File: config.mk
export PLATFORM = sky130hd
export DESIGN_NAME = pad_mux_device_flat
export DESIGN_NICKNAME = d
export VERILOG_FILES = /design/src/pad_mux_pkg.sv /design/src/pad_mux_if.sv /design/src/pad_mux_device.sv /design/src/flat_wrapper.sv
export SDC_FILE = /design/constraint.sdc
export NUM_CORES = 2
export LEC_CHECK = 0
export BUFFER_PORTS_ARGS = -buffer_cell sky130_fd_sc_hd__buf_2
export CAP_MARGIN = 30
export CORE_AREA = 2 2 526 528
export CTS_CLUSTER_DIAMETER = 60
export DETAILED_ROUTE_END_ITERATION = 7
export DIE_AREA = 0 0 528 530
export PLACE_DENSITY = 0.69
export SYNTH_ARGS = -nofsm -noshare
export SYNTH_HDL_FRONTEND = slang
export SYNTH_SLANG_ARGS = --single-unit
File: constraint.sdc
create_clock -name clk_i -period 4.4 [get_ports clk_i]
set_clock_uncertainty 0.15 [all_clocks]
set_input_delay 0 -clock clk_i [delete_from_list [all_inputs] [get_ports clk_i]]
set_output_delay 0 -clock clk_i [all_outputs]
set_load 0.03 [all_outputs]
File: src/pad_mux_pkg.sv
// Shared constants, address map and decode helpers for the pad multiplexer.
// Assumes both ends run on one clock and meet through pad_mux_if.
package pad_mux_pkg;

  // Pad space: ten ports of sixteen pads, index = port * 16 + bit.
  localparam int NUM_PADS  = 160;
  localparam int NUM_PORTS = 10;
  localparam int PORT_W    = 16;
  localparam int ADDR_W    = 10;
  localparam int DATA_W    = 16;
  localparam logic [7:0] PAD_LIMIT  = 8'(NUM_PADS);
  localparam logic [3:0] PORT_LIMIT = 4'(NUM_PORTS);

  // Pad configuration register layout.
  localparam int CFG_W    = 8;
  localparam int SEL_LSB  = 0;
  localparam int SEL_W    = 4;
  localparam int OBE_BIT  = 4;
  localparam int IBE_BIT  = 5;
  localparam int APC_BIT  = 6;
  localparam int LINK_BIT = 7;
  localparam logic [CFG_W-1:0] CFG_RESET = 8'h00;

  // Function and input select codes.
  localparam logic [3:0] CODE_GPIO    = 4'h0;
  localparam logic [3:0] CODE_ALT1    = 4'h1;
  localparam logic [3:0] CODE_ALT2    = 4'h2;
  localparam logic [3:0] CODE_DISABLE = 4'h0;
  localparam logic [3:0] SEL_RESET    = 4'h0;

  // Address regions selected by addr[9:8].
  localparam logic [1:0] REGION_CFG  = 2'h0;
  localparam logic [1:0] REGION_SEL  = 2'h1;
  localparam logic [1:0] REGION_PORT = 2'h2;

  // Pad indices that the routing refers to.
  localparam logic [7:0] PAD_A0  = 8'h00;
  localparam logic [7:0] PAD_A2  = 8'h02;
  localparam logic [7:0] PAD_A3  = 8'h03;
  localparam logic [7:0] PAD_A8  = 8'h08;
  localparam logic [7:0] PAD_A10 = 8'h0A;
  localparam logic [7:0] PAD_A11 = 8'h0B;
  localparam logic [7:0] PAD_A13 = 8'h0D;
  localparam logic [7:0] PAD_A15 = 8'h0F;
  localparam logic [7:0] PAD_B1  = 8'h11;
  localparam logic [7:0] PAD_C7  = 8'h27;
  localparam logic [7:0] PAD_C13 = 8'h2D;
  localparam logic [7:0] PAD_C15 = 8'h2F;
  localparam logic [7:0] PAD_D7  = 8'h37;
  localparam logic [7:0] PAD_D14 = 8'h3E;
  localparam logic [7:0] PAD_E15 = 8'h4F;
  localparam logic [7:0] PAD_F15 = 8'h5F;
  localparam logic [7:0] PAD_I6  = 8'h86;
  localparam logic [7:0] PAD_J1  = 8'h91;
  localparam logic [7:0] PAD_J4  = 8'h94;
  localparam logic [7:0] PAD_J8  = 8'h98;
  localparam logic [7:0] PAD_J9  = 8'h99;

  // Destination inputs and the input select register number of each.
  localparam int NUM_DEST = 14;
  localparam int DEST_CAN0_RX     = 0;
  localparam int DEST_CAN1_RX     = 1;
  localparam int DEST_CAN2_RX     = 2;
  localparam int DEST_TRIG0       = 3;
  localparam int DEST_TRIG1       = 4;
  localparam int DEST_SER0_DATA   = 5;
  localparam int DEST_SER1_DATA   = 6;
  localparam int DEST_SER2_DATA   = 7;
  localparam int DEST_SER2_CLK    = 8;
  localparam int DEST_SER2_SEL0   = 9;
  localparam int DEST_SER3_DATA   = 10;
  localparam int DEST_TIMER_TWO   = 11;
  localparam int DEST_TIMER_FOUR  = 12;
  localparam int DEST_TIMER_FIVE  = 13;
  localparam int DEST_MII_BIT3    = 14;
  localparam logic [7:0] SELREG_CAN0  = 8'h20;
  localparam logic [7:0] SELREG_CAN1  = 8'h21;
  localparam logic [7:0] SELREG_CAN2  = 8'h22;
  localparam logic [7:0] SELREG_TRIG0 = 8'h26;
  localparam logic [7:0] SELREG_TRIG1 = 8'h27;
  localparam logic [7:0] SELREG_SER0D = 8'h29;
  localparam logic [7:0] SELREG_SER1D = 8'h2C;
  localparam logic [7:0] SELREG_SER2D = 8'h2F;
  localparam logic [7:0] SELREG_SER2C = 8'h30;
  localparam logic [7:0] SELREG_SER2S = 8'h31;
  localparam logic [7:0] SELREG_SER3D = 8'h32;
  localparam logic [7:0] SELREG_TMR2  = 8'h49;
  localparam logic [7:0] SELREG_TMR4  = 8'h4B;
  localparam logic [7:0] SELREG_TMR5  = 8'h4C;
  localparam logic [7:0] SELREG_MII3  = 8'hE5;

  // True for pads that exist; absent pads have no registers at all.
  function automatic logic pad_implemented(input logic [7:0] idx);
    logic [3:0] p;
    logic [3:0] b;
    p = idx[7:4];
    b = idx[3:0];
    case (p)
      4'h0, 4'h1, 4'h8: return 1'b1;
      4'h2: return !(b == 4'h3 || b == 4'h8 || b == 4'h9);
      4'h3: return !(b == 4'hD || b == 4'hF);
      4'h4: return !(b == 4'h1 || b == 4'h3 || b == 4'h8);
      4'h5: return !(b == 4'h1 || b == 4'h2);
      4'h6: return !(b <= 4'h1 || b >= 4'hC);
      4'h7: return b > 4'h3;
      4'h9: return b < 4'hA;
      default: return 1'b0;
    endcase
  endfunction

  // Bit mask of implemented pads within one port.
  function automatic logic [PORT_W-1:0] port_mask(input logic [3:0] port);
    logic [PORT_W-1:0] m;
    m = '0;
    for (int b = 0; b < PORT_W; b++) begin
      m[b] = pad_implemented({port, 4'(b)});
    end
    return m;
  endfunction

endpackage

File: src/pad_mux_if.sv
// Register access link between the configuring master and the pad multiplexer.
// Assumes both ends share clk_i and sys_rst_i; the testbench ties them together.
`timescale 1ns/1ps
interface pad_mux_if;
  logic                              req;
  logic                              we;
  logic [pad_mux_pkg::ADDR_W-1:0]    addr;
  logic [pad_mux_pkg::DATA_W-1:0]    wdata;
  logic                              ack;
  logic                              err;
  logic [pad_mux_pkg::DATA_W-1:0]    rdata;

  modport host (output req, output we, output addr, output wdata, input ack, input err, input rdata);
  modport device (input req, input we, input addr, input wdata, output ack, output err, output rdata);
endinterface

File: src/pad_mux_device.sv
// Pad multiplexer: per-pad configuration registers and per-destination input selects.
// Assumes pad inputs are asynchronous and a master on pad_mux_if holds req until ack.
`timescale 1ns/1ps
module pad_mux_device (
  input  wire logic                                clk_i,
  input  wire logic                                sys_rst_i,
  pad_mux_if.device                                bus,
  input  wire logic [pad_mux_pkg::NUM_PADS-1:0]    pad_in_i,
  input  wire logic [pad_mux_pkg::NUM_PADS-1:0]    gpio_out_i,
  input  wire logic [pad_mux_pkg::NUM_PADS-1:0]    alt1_out_i,
  input  wire logic                                timer_chan_two_out_i,
  input  wire logic                                timer_chan_four_out_i,
  input  wire logic                                timer_chan_five_out_i,
  input  wire logic                                trace_ready_n_i,
  input  wire logic                                adc_enable_i,
  output logic      [pad_mux_pkg::NUM_PADS-1:0]    pad_out_o,
  output logic      [pad_mux_pkg::NUM_PADS-1:0]    pad_oe_o,
  output logic      [pad_mux_pkg::NUM_PADS-1:0]    pad_ie_o,
  output logic      [pad_mux_pkg::NUM_PADS-1:0]    analog_en_o,
  output logic      [pad_mux_pkg::NUM_PADS-1:0]    link_sel_o,
  output logic      [pad_mux_pkg::NUM_DEST:0]      dest_in_o
);

  // Highest legal function code of a pad; codes above it are reserved.
  function automatic logic [3:0] max_code(input logic [7:0] idx);
    if (idx == pad_mux_pkg::PAD_J8 || idx == pad_mux_pkg::PAD_J9) begin
      return pad_mux_pkg::CODE_ALT2;
    end
    return pad_mux_pkg::CODE_ALT1;
  endfunction

  // Maps an input select register number to {valid, destination}.
  function automatic logic [4:0] selreg_dest(input logic [7:0] n);
    case (n)
      pad_mux_pkg::SELREG_CAN0:  return {1'b1, 4'(pad_mux_pkg::DEST_CAN0_RX)};
      pad_mux_pkg::SELREG_CAN1:  return {1'b1, 4'(pad_mux_pkg::DEST_CAN1_RX)};
      pad_mux_pkg::SELREG_CAN2:  return {1'b1, 4'(pad_mux_pkg::DEST_CAN2_RX)};
      pad_mux_pkg::SELREG_TRIG0: return {1'b1, 4'(pad_mux_pkg::DEST_TRIG0)};
      pad_mux_pkg::SELREG_TRIG1: return {1'b1, 4'(pad_mux_pkg::DEST_TRIG1)};
      pad_mux_pkg::SELREG_SER0D: return {1'b1, 4'(pad_mux_pkg::DEST_SER0_DATA)};
      pad_mux_pkg::SELREG_SER1D: return {1'b1, 4'(pad_mux_pkg::DEST_SER1_DATA)};
      pad_mux_pkg::SELREG_SER2D: return {1'b1, 4'(pad_mux_pkg::DEST_SER2_DATA)};
      pad_mux_pkg::SELREG_SER2C: return {1'b1, 4'(pad_mux_pkg::DEST_SER2_CLK)};
      pad_mux_pkg::SELREG_SER2S: return {1'b1, 4'(pad_mux_pkg::DEST_SER2_SEL0)};
      pad_mux_pkg::SELREG_SER3D: return {1'b1, 4'(pad_mux_pkg::DEST_SER3_DATA)};
      pad_mux_pkg::SELREG_TMR2:  return {1'b1, 4'(pad_mux_pkg::DEST_TIMER_TWO)};
      pad_mux_pkg::SELREG_TMR4:  return {1'b1, 4'(pad_mux_pkg::DEST_TIMER_FOUR)};
      pad_mux_pkg::SELREG_TMR5:  return {1'b1, 4'(pad_mux_pkg::DEST_TIMER_FIVE)};
      pad_mux_pkg::SELREG_MII3:  return {1'b1, 4'(pad_mux_pkg::DEST_MII_BIT3)};
      default:                   return 5'h00;
    endcase
  endfunction

  // Maps a destination and its select code to {valid, pad index}; unlisted codes are reserved.
  function automatic logic [8:0] dest_src(input int d, input logic [3:0] c);
    logic [7:0] p;
    logic       v;
    p = 8'h00;
    v = 1'b1;
    case (d)
      pad_mux_pkg::DEST_CAN0_RX, pad_mux_pkg::DEST_CAN1_RX: begin
        if (c == 4'h1) p = pad_mux_pkg::PAD_A15;
        else if (c == 4'h2) p = pad_mux_pkg::PAD_B1;
        else v = 1'b0;
      end
      pad_mux_pkg::DEST_CAN2_RX: begin
        if (c == 4'h1) p = pad_mux_pkg::PAD_F15;
        else if (c == 4'h2) p = pad_mux_pkg::PAD_I6;
        else if (c == 4'h3) p = pad_mux_pkg::PAD_J8;
        else v = 1'b0;
      end
      pad_mux_pkg::DEST_TRIG0: begin
        if (c == 4'h1) p = pad_mux_pkg::PAD_C13;
        else if (c == 4'h2) p = pad_mux_pkg::PAD_C15;
        else v = 1'b0;
      end
      pad_mux_pkg::DEST_TRIG1: begin
        if (c == 4'h1) p = pad_mux_pkg::PAD_J4;
        else if (c == 4'h2) p = pad_mux_pkg::PAD_J9;
        else v = 1'b0;
      end
      pad_mux_pkg::DEST_SER0_DATA: begin
        if (c == 4'h1) p = pad_mux_pkg::PAD_C7;
        else v = 1'b0;
      end
      pad_mux_pkg::DEST_SER1_DATA: begin
        if (c == 4'h1) p = pad_mux_pkg::PAD_A8;
        else v = 1'b0;
      end
      pad_mux_pkg::DEST_SER2_DATA: begin
        if (c == 4'h1) p = pad_mux_pkg::PAD_A13;
        else if (c == 4'h2) p = pad_mux_pkg::PAD_A2;
        else v = 1'b0;
      end
      pad_mux_pkg::DEST_SER2_CLK: begin
        if (c == 4'h1) p = pad_mux_pkg::PAD_A0;
        else if (c == 4'h2) p = pad_mux_pkg::PAD_A11;
        else v = 1'b0;
      end
      pad_mux_pkg::DEST_SER2_SEL0: begin
        if (c == 4'h1) p = pad_mux_pkg::PAD_A3;
        else if (c == 4'h2) p = pad_mux_pkg::PAD_A10;
        else v = 1'b0;
      end
      pad_mux_pkg::DEST_SER3_DATA: begin
        if (c == 4'h1) p = pad_mux_pkg::PAD_J1;
        else if (c == 4'h2) p = pad_mux_pkg::PAD_D7;
        else if (c == 4'h3) p = pad_mux_pkg::PAD_D14;
        else if (c == 4'h4) p = pad_mux_pkg::PAD_E15;
        else v = 1'b0;
      end
      pad_mux_pkg::DEST_TIMER_TWO, pad_mux_pkg::DEST_TIMER_FOUR: begin
        if (c == 4'h4) p = pad_mux_pkg::PAD_J8;
        else v = 1'b0;
      end
      pad_mux_pkg::DEST_TIMER_FIVE: begin
        if (c == 4'h4) p = pad_mux_pkg::PAD_J9;
        else v = 1'b0;
      end
      pad_mux_pkg::DEST_MII_BIT3: begin
        if (c == 4'h1) p = pad_mux_pkg::PAD_J9;
        else v = 1'b0;
      end
      default: v = 1'b0;
    endcase
    return {v, p};
  endfunction

  logic [pad_mux_pkg::CFG_W-1:0]    cfg_q [pad_mux_pkg::NUM_PADS];
  logic [pad_mux_pkg::SEL_W-1:0]    sel_q [pad_mux_pkg::NUM_DEST+1];
  logic [pad_mux_pkg::NUM_PADS-1:0] pad_meta_q;
  logic [pad_mux_pkg::NUM_PADS-1:0] pad_sync_q;
  logic                             ack_q;
  logic                             err_q;
  logic [pad_mux_pkg::DATA_W-1:0]   rdata_q;

  // Address decode of the current request.
  wire logic [1:0] region   = bus.addr[9:8];
  wire logic [7:0] offset   = bus.addr[7:0];
  wire logic [4:0] sel_dec  = selreg_dest(offset);
  wire logic [3:0] sel_idx  = sel_dec[3:0];
  wire logic       take     = bus.req && !ack_q;
  wire logic       hit_cfg  = region == pad_mux_pkg::REGION_CFG && offset < pad_mux_pkg::PAD_LIMIT &&
                              pad_mux_pkg::pad_implemented(offset);
  wire logic       hit_sel  = region == pad_mux_pkg::REGION_SEL && sel_dec[4];
  wire logic       hit_port = region == pad_mux_pkg::REGION_PORT && offset[7:4] == 4'h0 &&
                              offset[3:0] < pad_mux_pkg::PORT_LIMIT;
  wire logic       hit_any  = hit_cfg || hit_sel || hit_port;
  wire logic [pad_mux_pkg::DATA_W-1:0] port_data =
    pad_sync_q[{offset[3:0], 4'h0} +: pad_mux_pkg::PORT_W];
  wire logic [pad_mux_pkg::DATA_W-1:0] rd_mux =
    hit_cfg ? pad_mux_pkg::DATA_W'(cfg_q[offset]) :
    hit_sel ? pad_mux_pkg::DATA_W'(sel_q[sel_idx]) :
    hit_port ? port_data : '0;

  // Bus answer: one cycle after a request is seen, error for anything unmapped.
  always_ff @(posedge clk_i) begin
    if (sys_rst_i) begin
      ack_q   <= 1'b0;
      err_q   <= 1'b0;
      rdata_q <= '0;
    end else begin
      ack_q   <= take;
      err_q   <= take && !hit_any;
      rdata_q <= (take && !bus.we) ? rd_mux : '0;
    end
  end

  assign bus.ack   = ack_q;
  assign bus.err   = err_q;
  assign bus.rdata = rdata_q;

  // Register storage; only implemented pads and listed destinations accept writes.
  always_ff @(posedge clk_i) begin
    if (sys_rst_i) begin
      for (int i = 0; i < pad_mux_pkg::NUM_PADS; i++) cfg_q[i] <= pad_mux_pkg::CFG_RESET;
      for (int d = 0; d <= pad_mux_pkg::NUM_DEST; d++) sel_q[d] <= pad_mux_pkg::SEL_RESET;
    end else if (take && bus.we) begin
      if (hit_cfg) cfg_q[offset] <= bus.wdata[pad_mux_pkg::CFG_W-1:0];
      if (hit_sel) sel_q[sel_idx] <= bus.wdata[pad_mux_pkg::SEL_W-1:0];
    end
  end

  // Pad inputs are asynchronous and pass two flip-flops first.
  always_ff @(posedge clk_i) begin
    if (sys_rst_i) begin
      pad_meta_q <= '0;
      pad_sync_q <= '0;
    end else begin
      pad_meta_q <= pad_in_i;
      pad_sync_q <= pad_meta_q;
    end
  end

  // Per-pad output selection and buffer enables.
  for (genvar i = 0; i < pad_mux_pkg::NUM_PADS; i++) begin : g_pad
    wire logic [3:0] code  = cfg_q[i][pad_mux_pkg::SEL_LSB +: pad_mux_pkg::SEL_W];
    wire logic       link  = cfg_q[i][pad_mux_pkg::LINK_BIT] && pad_mux_pkg::pad_implemented(8'(i));
    wire logic       nul   = code > max_code(8'(i)) || !pad_mux_pkg::pad_implemented(8'(i));
    wire logic       act   = !nul && !link;
    wire logic       j9    = 8'(i) == pad_mux_pkg::PAD_J9;
    wire logic       j8    = 8'(i) == pad_mux_pkg::PAD_J8;
    wire logic       alt2v = j9 ? trace_ready_n_i : timer_chan_two_out_i;
    wire logic       alt1v = j9 ? timer_chan_five_out_i : j8 ? timer_chan_four_out_i : alt1_out_i[i];
    wire logic       out_d = code == pad_mux_pkg::CODE_GPIO ? gpio_out_i[i] :
                             code == pad_mux_pkg::CODE_ALT1 ? alt1v : alt2v;

    // Registered pad controls; a null or link pad drives nothing and has its input buffer off; only a link pad also loses its analog enable.
    always_ff @(posedge clk_i) begin
      if (sys_rst_i) begin
        pad_out_o[i]   <= 1'b0;
        pad_oe_o[i]    <= 1'b0;
        pad_ie_o[i]    <= 1'b0;
        analog_en_o[i] <= 1'b0;
        link_sel_o[i]  <= 1'b0;
      end else begin
        pad_out_o[i]   <= act && out_d;
        pad_oe_o[i]    <= act && cfg_q[i][pad_mux_pkg::OBE_BIT];
        pad_ie_o[i]    <= act && cfg_q[i][pad_mux_pkg::IBE_BIT];
        analog_en_o[i] <= !link && cfg_q[i][pad_mux_pkg::APC_BIT] && adc_enable_i;
        link_sel_o[i]  <= link;
      end
    end
  end

  // Destination routing; a disabled or reserved code holds the input low.
  for (genvar d = 0; d <= pad_mux_pkg::NUM_DEST; d++) begin : g_dest
    wire logic [8:0] src = dest_src(d, sel_q[d]);
    wire logic       val = src[8] && pad_sync_q[src[7:0]] && pad_ie_o[src[7:0]];

    // Registered destination input.
    always_ff @(posedge clk_i) begin
      if (sys_rst_i) begin
        dest_in_o[d] <= 1'b0;
      end else begin
        dest_in_o[d] <= val;
      end
    end
  end

endmodule

File: src/flat_wrapper.sv
// flat-port wrapper written by rule: the top's interface ports become plain ports
module pad_mux_device_flat 
  (clk_i, sys_rst_i, pad_in_i, gpio_out_i, alt1_out_i, timer_chan_two_out_i, timer_chan_four_out_i, timer_chan_five_out_i, trace_ready_n_i, adc_enable_i, pad_out_o, pad_oe_o, pad_ie_o, analog_en_o, link_sel_o, dest_in_o, bus_req, bus_we, bus_addr, bus_wdata, bus_ack, bus_err, bus_rdata);
  pad_mux_if bus_i ();
  input  wire logic clk_i;
  input  wire logic sys_rst_i;
  input  wire logic [pad_mux_pkg::NUM_PADS-1:0] pad_in_i;
  input  wire logic [pad_mux_pkg::NUM_PADS-1:0] gpio_out_i;
  input  wire logic [pad_mux_pkg::NUM_PADS-1:0] alt1_out_i;
  input  wire logic timer_chan_two_out_i;
  input  wire logic timer_chan_four_out_i;
  input  wire logic timer_chan_five_out_i;
  input  wire logic trace_ready_n_i;
  input  wire logic adc_enable_i;
  output logic      [pad_mux_pkg::NUM_PADS-1:0] pad_out_o;
  output logic      [pad_mux_pkg::NUM_PADS-1:0] pad_oe_o;
  output logic      [pad_mux_pkg::NUM_PADS-1:0] pad_ie_o;
  output logic      [pad_mux_pkg::NUM_PADS-1:0] analog_en_o;
  output logic      [pad_mux_pkg::NUM_PADS-1:0] link_sel_o;
  output logic      [pad_mux_pkg::NUM_DEST:0] dest_in_o;
  input wire logic [$bits(bus_i.req)-1:0] bus_req;
  input wire logic [$bits(bus_i.we)-1:0] bus_we;
  input wire logic [$bits(bus_i.addr)-1:0] bus_addr;
  input wire logic [$bits(bus_i.wdata)-1:0] bus_wdata;
  output wire logic [$bits(bus_i.ack)-1:0] bus_ack;
  output wire logic [$bits(bus_i.err)-1:0] bus_err;
  output wire logic [$bits(bus_i.rdata)-1:0] bus_rdata;
  assign bus_i.req = bus_req;
  assign bus_i.we = bus_we;
  assign bus_i.addr = bus_addr;
  assign bus_i.wdata = bus_wdata;
  assign bus_ack = bus_i.ack;
  assign bus_err = bus_i.err;
  assign bus_rdata = bus_i.rdata;
  pad_mux_device u_core (.clk_i(clk_i), .sys_rst_i(sys_rst_i), .bus(bus_i), .pad_in_i(pad_in_i), .gpio_out_i(gpio_out_i), .alt1_out_i(alt1_out_i), .timer_chan_two_out_i(timer_chan_two_out_i), .timer_chan_four_out_i(timer_chan_four_out_i), .timer_chan_five_out_i(timer_chan_five_out_i), .trace_ready_n_i(trace_ready_n_i), .adc_enable_i(adc_enable_i), .pad_out_o(pad_out_o), .pad_oe_o(pad_oe_o), .pad_ie_o(pad_ie_o), .analog_en_o(analog_en_o), .link_sel_o(link_sel_o), .dest_in_o(dest_in_o));
endmodule
## Word-level counts from Yosys, hierarchy flattened

Memory sizes are Yosys's and may differ from the RTL's.
Cells that the tools add are included.

| word-level totals | value |
|---|---|
| register bits | 1049 |
| bits in latches | 0 |
| memory bits (writable) | 1340 |
| memory bits (read-only) | 0 |
| input port bits | 515 |
| output and inout bits | 833 |
| word-level logic and storage cells | 2768 |
| memories | 2 |

| cells by class | value |
|---|---|
| $add $sub $neg | 0 |
| multiply operators | 0 |
| divide/modulo/power cells | 0 |
| $lt $le $gt $ge | 154 |
| equal/unequal tests | 194 |
| shift operators | 1 |
| multiplexer cells | 403 |
| bitwise logic cells | 2 |
| reductions and logical operators | 1295 |

Memories:

| name | words | bits a word | rd ports | clocked after Yosys merged registers in | write ports | RTL line | text |
|---|---|---|---|---|---|---|---|
| u_core.cfg_q | 160 | 8 | 161 | 0 | 160 | pad_mux_device.sv:129 | `logic [pad_mux_pkg::CFG_W-1:0] cfg_q [pad_mux_pkg::NUM_PADS];` |
| u_core.sel_q | 15 | 4 | 16 | 0 | 15 | pad_mux_device.sv:130 | `logic [pad_mux_pkg::SEL_W-1:0] sel_q [pad_mux_pkg::NUM_DEST+1];` |

Operators by type and width:

| kind | number |
|---|---|
| 1-bit logical AND | 869 |
| 4-bit by 1-bit equality test with 1-bit output, second input constant | 148 |
| 4-bit logical NOT | 135 |
| 4-bit by 1-bit > comparator with 1-bit output, second input constant | 132 |
| 1-bit 2-to-1 mux | 337 |
| 1-bit logical NOT | 276 |
| 1-bit binary-select mux with 8-bit select | 30 |
| 8-bit 2-to-1 mux | 23 |
| 160-bit by 9-bit variable part select with 16-bit output | 1 |
| 8-bit by 9-bit less-than comparator with 1-bit output, second input constant | 15 |
| 8-bit by 6-bit equality test with 1-bit output, second input constant | 11 |
| 5-bit one-hot mux with 15 select lines | 1 |
| 4-bit by 2-bit equality test with 1-bit output, second input constant | 15 |
| 4-bit by 3-bit equality test with 1-bit output, second input constant | 8 |
| 4-bit equality test, second input constant | 6 |
| 8-bit by 7-bit equality test with 1-bit output, second input constant | 3 |
| 4-bit 2-to-1 mux | 5 |
| 4-bit by 2-bit > comparator with 1-bit output, second input constant | 3 |
| 6-bit 2-to-1 mux | 2 |
| 5-bit 2-to-1 mux | 2 |
| 1-bit logical OR | 9 |
| 8-bit equality test, second input constant | 1 |
| 8-bit less-than comparator, second input constant | 1 |
| 1-bit one-hot mux with 8 select lines | 1 |
| other kinds (14) | 15 |

## Logic depth before layout (Yosys ltp)

| logic depth | value |
|---|---|
| depth in word-level cells | 12 |
| mapped depth | 14 |
| gate-level depth less buffers | 7 |

## Worst setup path before layout

Ideal clock, no wire load.

| timing path | value |
|---|---|
| path type | input port to flip-flop |
| start | input bus_addr[1] |
| end | memory u_core.cfg_q[100][0] in the netlist's numbering (enable) |
| library setup time | 326 ps |
| arrival time | 2143 ps |
| data required time | 3924 ps |
| path slack | 1781 ps |
| cell stages on the path | 11 |
| buffers on the path | 9 |
| path through | buf_4 > buf_4 > buf_2 > buf_2 > buf_2 > buf_2 > buf_2 > nor3_1 > buf_2 > clkbuf_1 > a21o_1 |

RTL lines:

| element | RTL line | text |
|---|---|---|
| start, declared | flat_wrapper.sv:23 | `input wire logic [$bits(bus_i.addr)-1:0] bus_addr;` |
| end, declared | pad_mux_device.sv:129 |  |

==> flow_summary.ini <==
[pwr]
switching_share = 0.2462
intPower_uw = 47620
leakagePower_uw = 0.05679
clockPowerShare = 0.429
p_comb_frac = 0.083
switchingPower_uw = 15560
power_density_nw_per_um2 = 437.8
vdd_drop_max_uv = 314.8
power_frac_seq = 0.488

[finish]
multi_input_area_sq_um = 35290
nets = 11000
drive_above_1_share = 0.2382
fillers = 22790
mostFrequentLayoutCells = edfxtp_1, nor2_1, buf_2, dfxtp_1
fin_util = 0.5252
final_common_cell = edfxtp_1
area_growth_pct = 29.02
regArea_sq_um = 76730

[drt]
drt_iter0_markers = 13160
routed_wl_mm = 488.1
ant_nets = 0
dr_total_vias = 82110
avgRoutedWirePerCell_um = 33.85
dr.pass1.iters = 6
drt-vias-per-instance = 5.694
route.detailed.drc = 0

[sta]
whs_ns = 0.01520
relSlewSlack = 0.1862
rsz0062_at_grt = no
post-route-min-period_ns = 3.931
setup-tns-final_ns = 0
hold_viol_final = 0
setup_slack_ns = 0.4688
fmax_ghz = 0.2544
tightest_slew_ns = 1.211
slew_violations = 0
setup_viol = 0
period_share = 0.8935

[synth]
netlist_area_sq_um = 111900
synth-edff-count = 1856
synth_seq_cells = 2905
postSynthAreaPerCell_sq_um = 14.68
synth_flop_cell = edfxtp_1
yosys.cell_types.count = 92
ys_warn_count = 0
yosysSeqAreaShare = 0.6860
postSynth.asyncResetShare = 0
synth_cells = 7619

[cts]
cts_buffers = 314
postCtsSetupBuffers = 0
cts_tree = yes
ctsResizeCount = 0
cts_max_level = 5
path_clk_slew_ns = 0.06
clk_path_buf_depth = 4
clkSinkCount = 2905
root_buffer = clkbuf_16
ctsHoldBuffers = 828
clk_latency_ns = 0.93

[worst_setup_path]
reg2reg_from = u_core.cfg_q[36][0]$_SDFFCE_PN0P_
cp_slowest_stage_delay_ns = 0.79
crit_start = u_core.cfg_q[36][0]$_SDFFCE_PN0P_
path_cells = mux4_2 > mux2i_1 > o22ai_1 > a2111oi_0 > buf_4 > o21ai_1 > a211oi_1 > buf_4 > nor3_1
crit_fanout = 2
rrSetupSlack_ns = 0.47
critPathArrivalTime_ns = 4.55
worst-r2r-cell-count = 9
r2r-end = u_core.bus.rdata[0]$_SDFF_PP0_
cp.required_ns = 5.02
path_common_cell = buf_4
start_kind = flop
cp-end-kind = flop
crit_path_top_delay_cell = a211oi_1
crit_type = reg2reg

[placement]
gp_congestion = 1.013
hpwl_mm = 364.7
port_buffers = 1181
dp_slack_ns = 0.1354

[die]
fp.dieW_um = 528
dieArea_sq_um = 279800
std_cell_rows = 193
num_io_pins = 1348
initial_utilization = 0.4071
core_sq_um = 274800
fp.dieH_um = 530

[global_routing]
first_global_vias = 79830
grt_max_degree = 167
antenna_found_initial = 103
grt_pass1_wl_mm = 648.2
grt_overflow = 0
grt_use_total = 0.3387

[job]
maxCapViolations = 0

[min_path]
hp-class = in2reg
hold_start = gpio_out_i[7]
hold_end = u_core.pad_out_o[7]$_SDFF_PP0_
whs_path_depth = 4

[run_status]
status = finished clean
[logic make-up (layout without fill, tap and decap cells)]
kind of cell              count (synthesis)  after routing  synth area share
muxes                                   765            765            0.1237
xor gates and xnor gates                  2              2         0.0001566
DFF                                    2905           2905            0.6860
other                                     1            896        0.00003352
AOI/OAI and AO/OA                       443            443           0.02934
buffers and inverters                   593           2892           0.02833
and+or+nand+nor                        2910           2910            0.1325
[Yosys cell counts (11+ instances only)]
library cell | number | area [sq um]
edfxtp_1 | 1856 | 55730
nor2_1 | 1273 | 4778
dfxtp_1 | 1049 | 21000
mux4_2 | 491 | 11060
nor2b_1 | 468 | 2928
and2_1 | 359 | 2246
mux2i_1 | 257 | 2572
clkbuf_1 | 243 | 912.1
nand2_1 | 233 | 874.6
nor3_1 | 154 | 770.7
buf_2 | 146 | 730.7
or4_1 | 140 | 1051
a21o_1 | 137 | 1028
nor3b_1 | 136 | 1021
buf_4 | 134 | 1006
a22oi_1 | 73 | 548.0
a21oi_1 | 45 | 225.2
o22ai_1 | 36 | 225.2
buf_1 | 32 | 120.1
nand3_1 | 28 | 140.1
buf_6 | 26 | 292.8
or2_2 | 19 | 118.9
o21ai_0 | 18 | 90.09
a222oi_1 | 16 | 160.2
mux2_2 | 16 | 180.2
a22o_1 | 13 | 113.9
nand4b_1 | 13 | 113.9
a211oi_1 | 11 | 82.58
[power by group through the flow]
stage	sequential, uW	clock, uW	combinational [uW]
4_1_cts	30800	27100	5080
5_1_grt	30900	28200	5400
3_5_place_dp	31300	0	4500
3_3_place_gp	31300	0	4460
2_1_floorplan	31300	0	2310
6_report	30800	27100	5260
[metrics by stage]
| step | area [sq um] | instances | power, uW |
|---|---|---|---|
| 2_1_floorplan | 115000 | 8446 | 33580 |
| 3_3_place_gp | 125200 | 12930 | 35740 |
| 3_5_place_dp | 125200 | 12940 | 35840 |
| 4_1_cts | 144100 | 14350 | 62990 |
| 5_1_grt | 144300 | 14400 | 64480 |
| 6_report | 144300 | 14420 | 63180 |
[area by class of cell]
class                   count  share of cell area
clock buffers             443             0.06416
flip-flops and latches   2905              0.5317
multi-input cells        4948              0.2445
well taps                3607             0.03127
diodes                     68            0.001179
clock inverters           137            0.009198
inverters                   6           0.0001907
repair buffers           2306              0.1178
[worst max-delay path by stage]
stage          cells after the start                                 end  slack [ns]
2_1_floorplan                     11  u_core.cfg_q[100][0]$_SDFFCE_PN0P_        1.78
3_3_place_gp                      12      u_core.bus.rdata[0]$_SDFF_PP0_        0.09
3_5_place_dp                      11      u_core.bus.rdata[0]$_SDFF_PP0_        0.14
4_1_cts                            9      u_core.bus.rdata[0]$_SDFF_PP0_        0.56
5_1_grt                            9      u_core.bus.rdata[0]$_SDFF_PP0_        0.51
6_report                           9      u_core.bus.rdata[0]$_SDFF_PP0_        0.47
[flip-flops by register name, summed over array words and instances, names as in the netlist, 16 cells and up]
signal	flops
u_core.cfg_q	1792
u_core.analog_en_o	160
u_core.pad_meta_q	160
u_core.pad_sync_q	160
u_core.link_sel_o	134
u_core.pad_ie_o	134
u_core.pad_oe_o	134
u_core.pad_out_o	134
u_core.sel_q	64
u_core.bus.rdata	16
[per-layer routing]
layer	vias up	share of wire	global-route usage	routed length (um)
met3	1298	0.13	0.1039	63570
met2	6718	0.44	0.5121	214700
met5	-	0.00031	0	151
met1	41210	0.35	0.4193	171300
met4	26	0.079	0.2249	38380
li1	32860	-	-	-
[worst max-delay path: cells and delay by family, from the launching register on]
family	cells	cell delay (ns)
compound gates	4	1.82
buf+inv	2	0.42
flops	1	0.54
mux	2	0.83
simple gates	1	0.04
(Power assumes the default switching activity.)
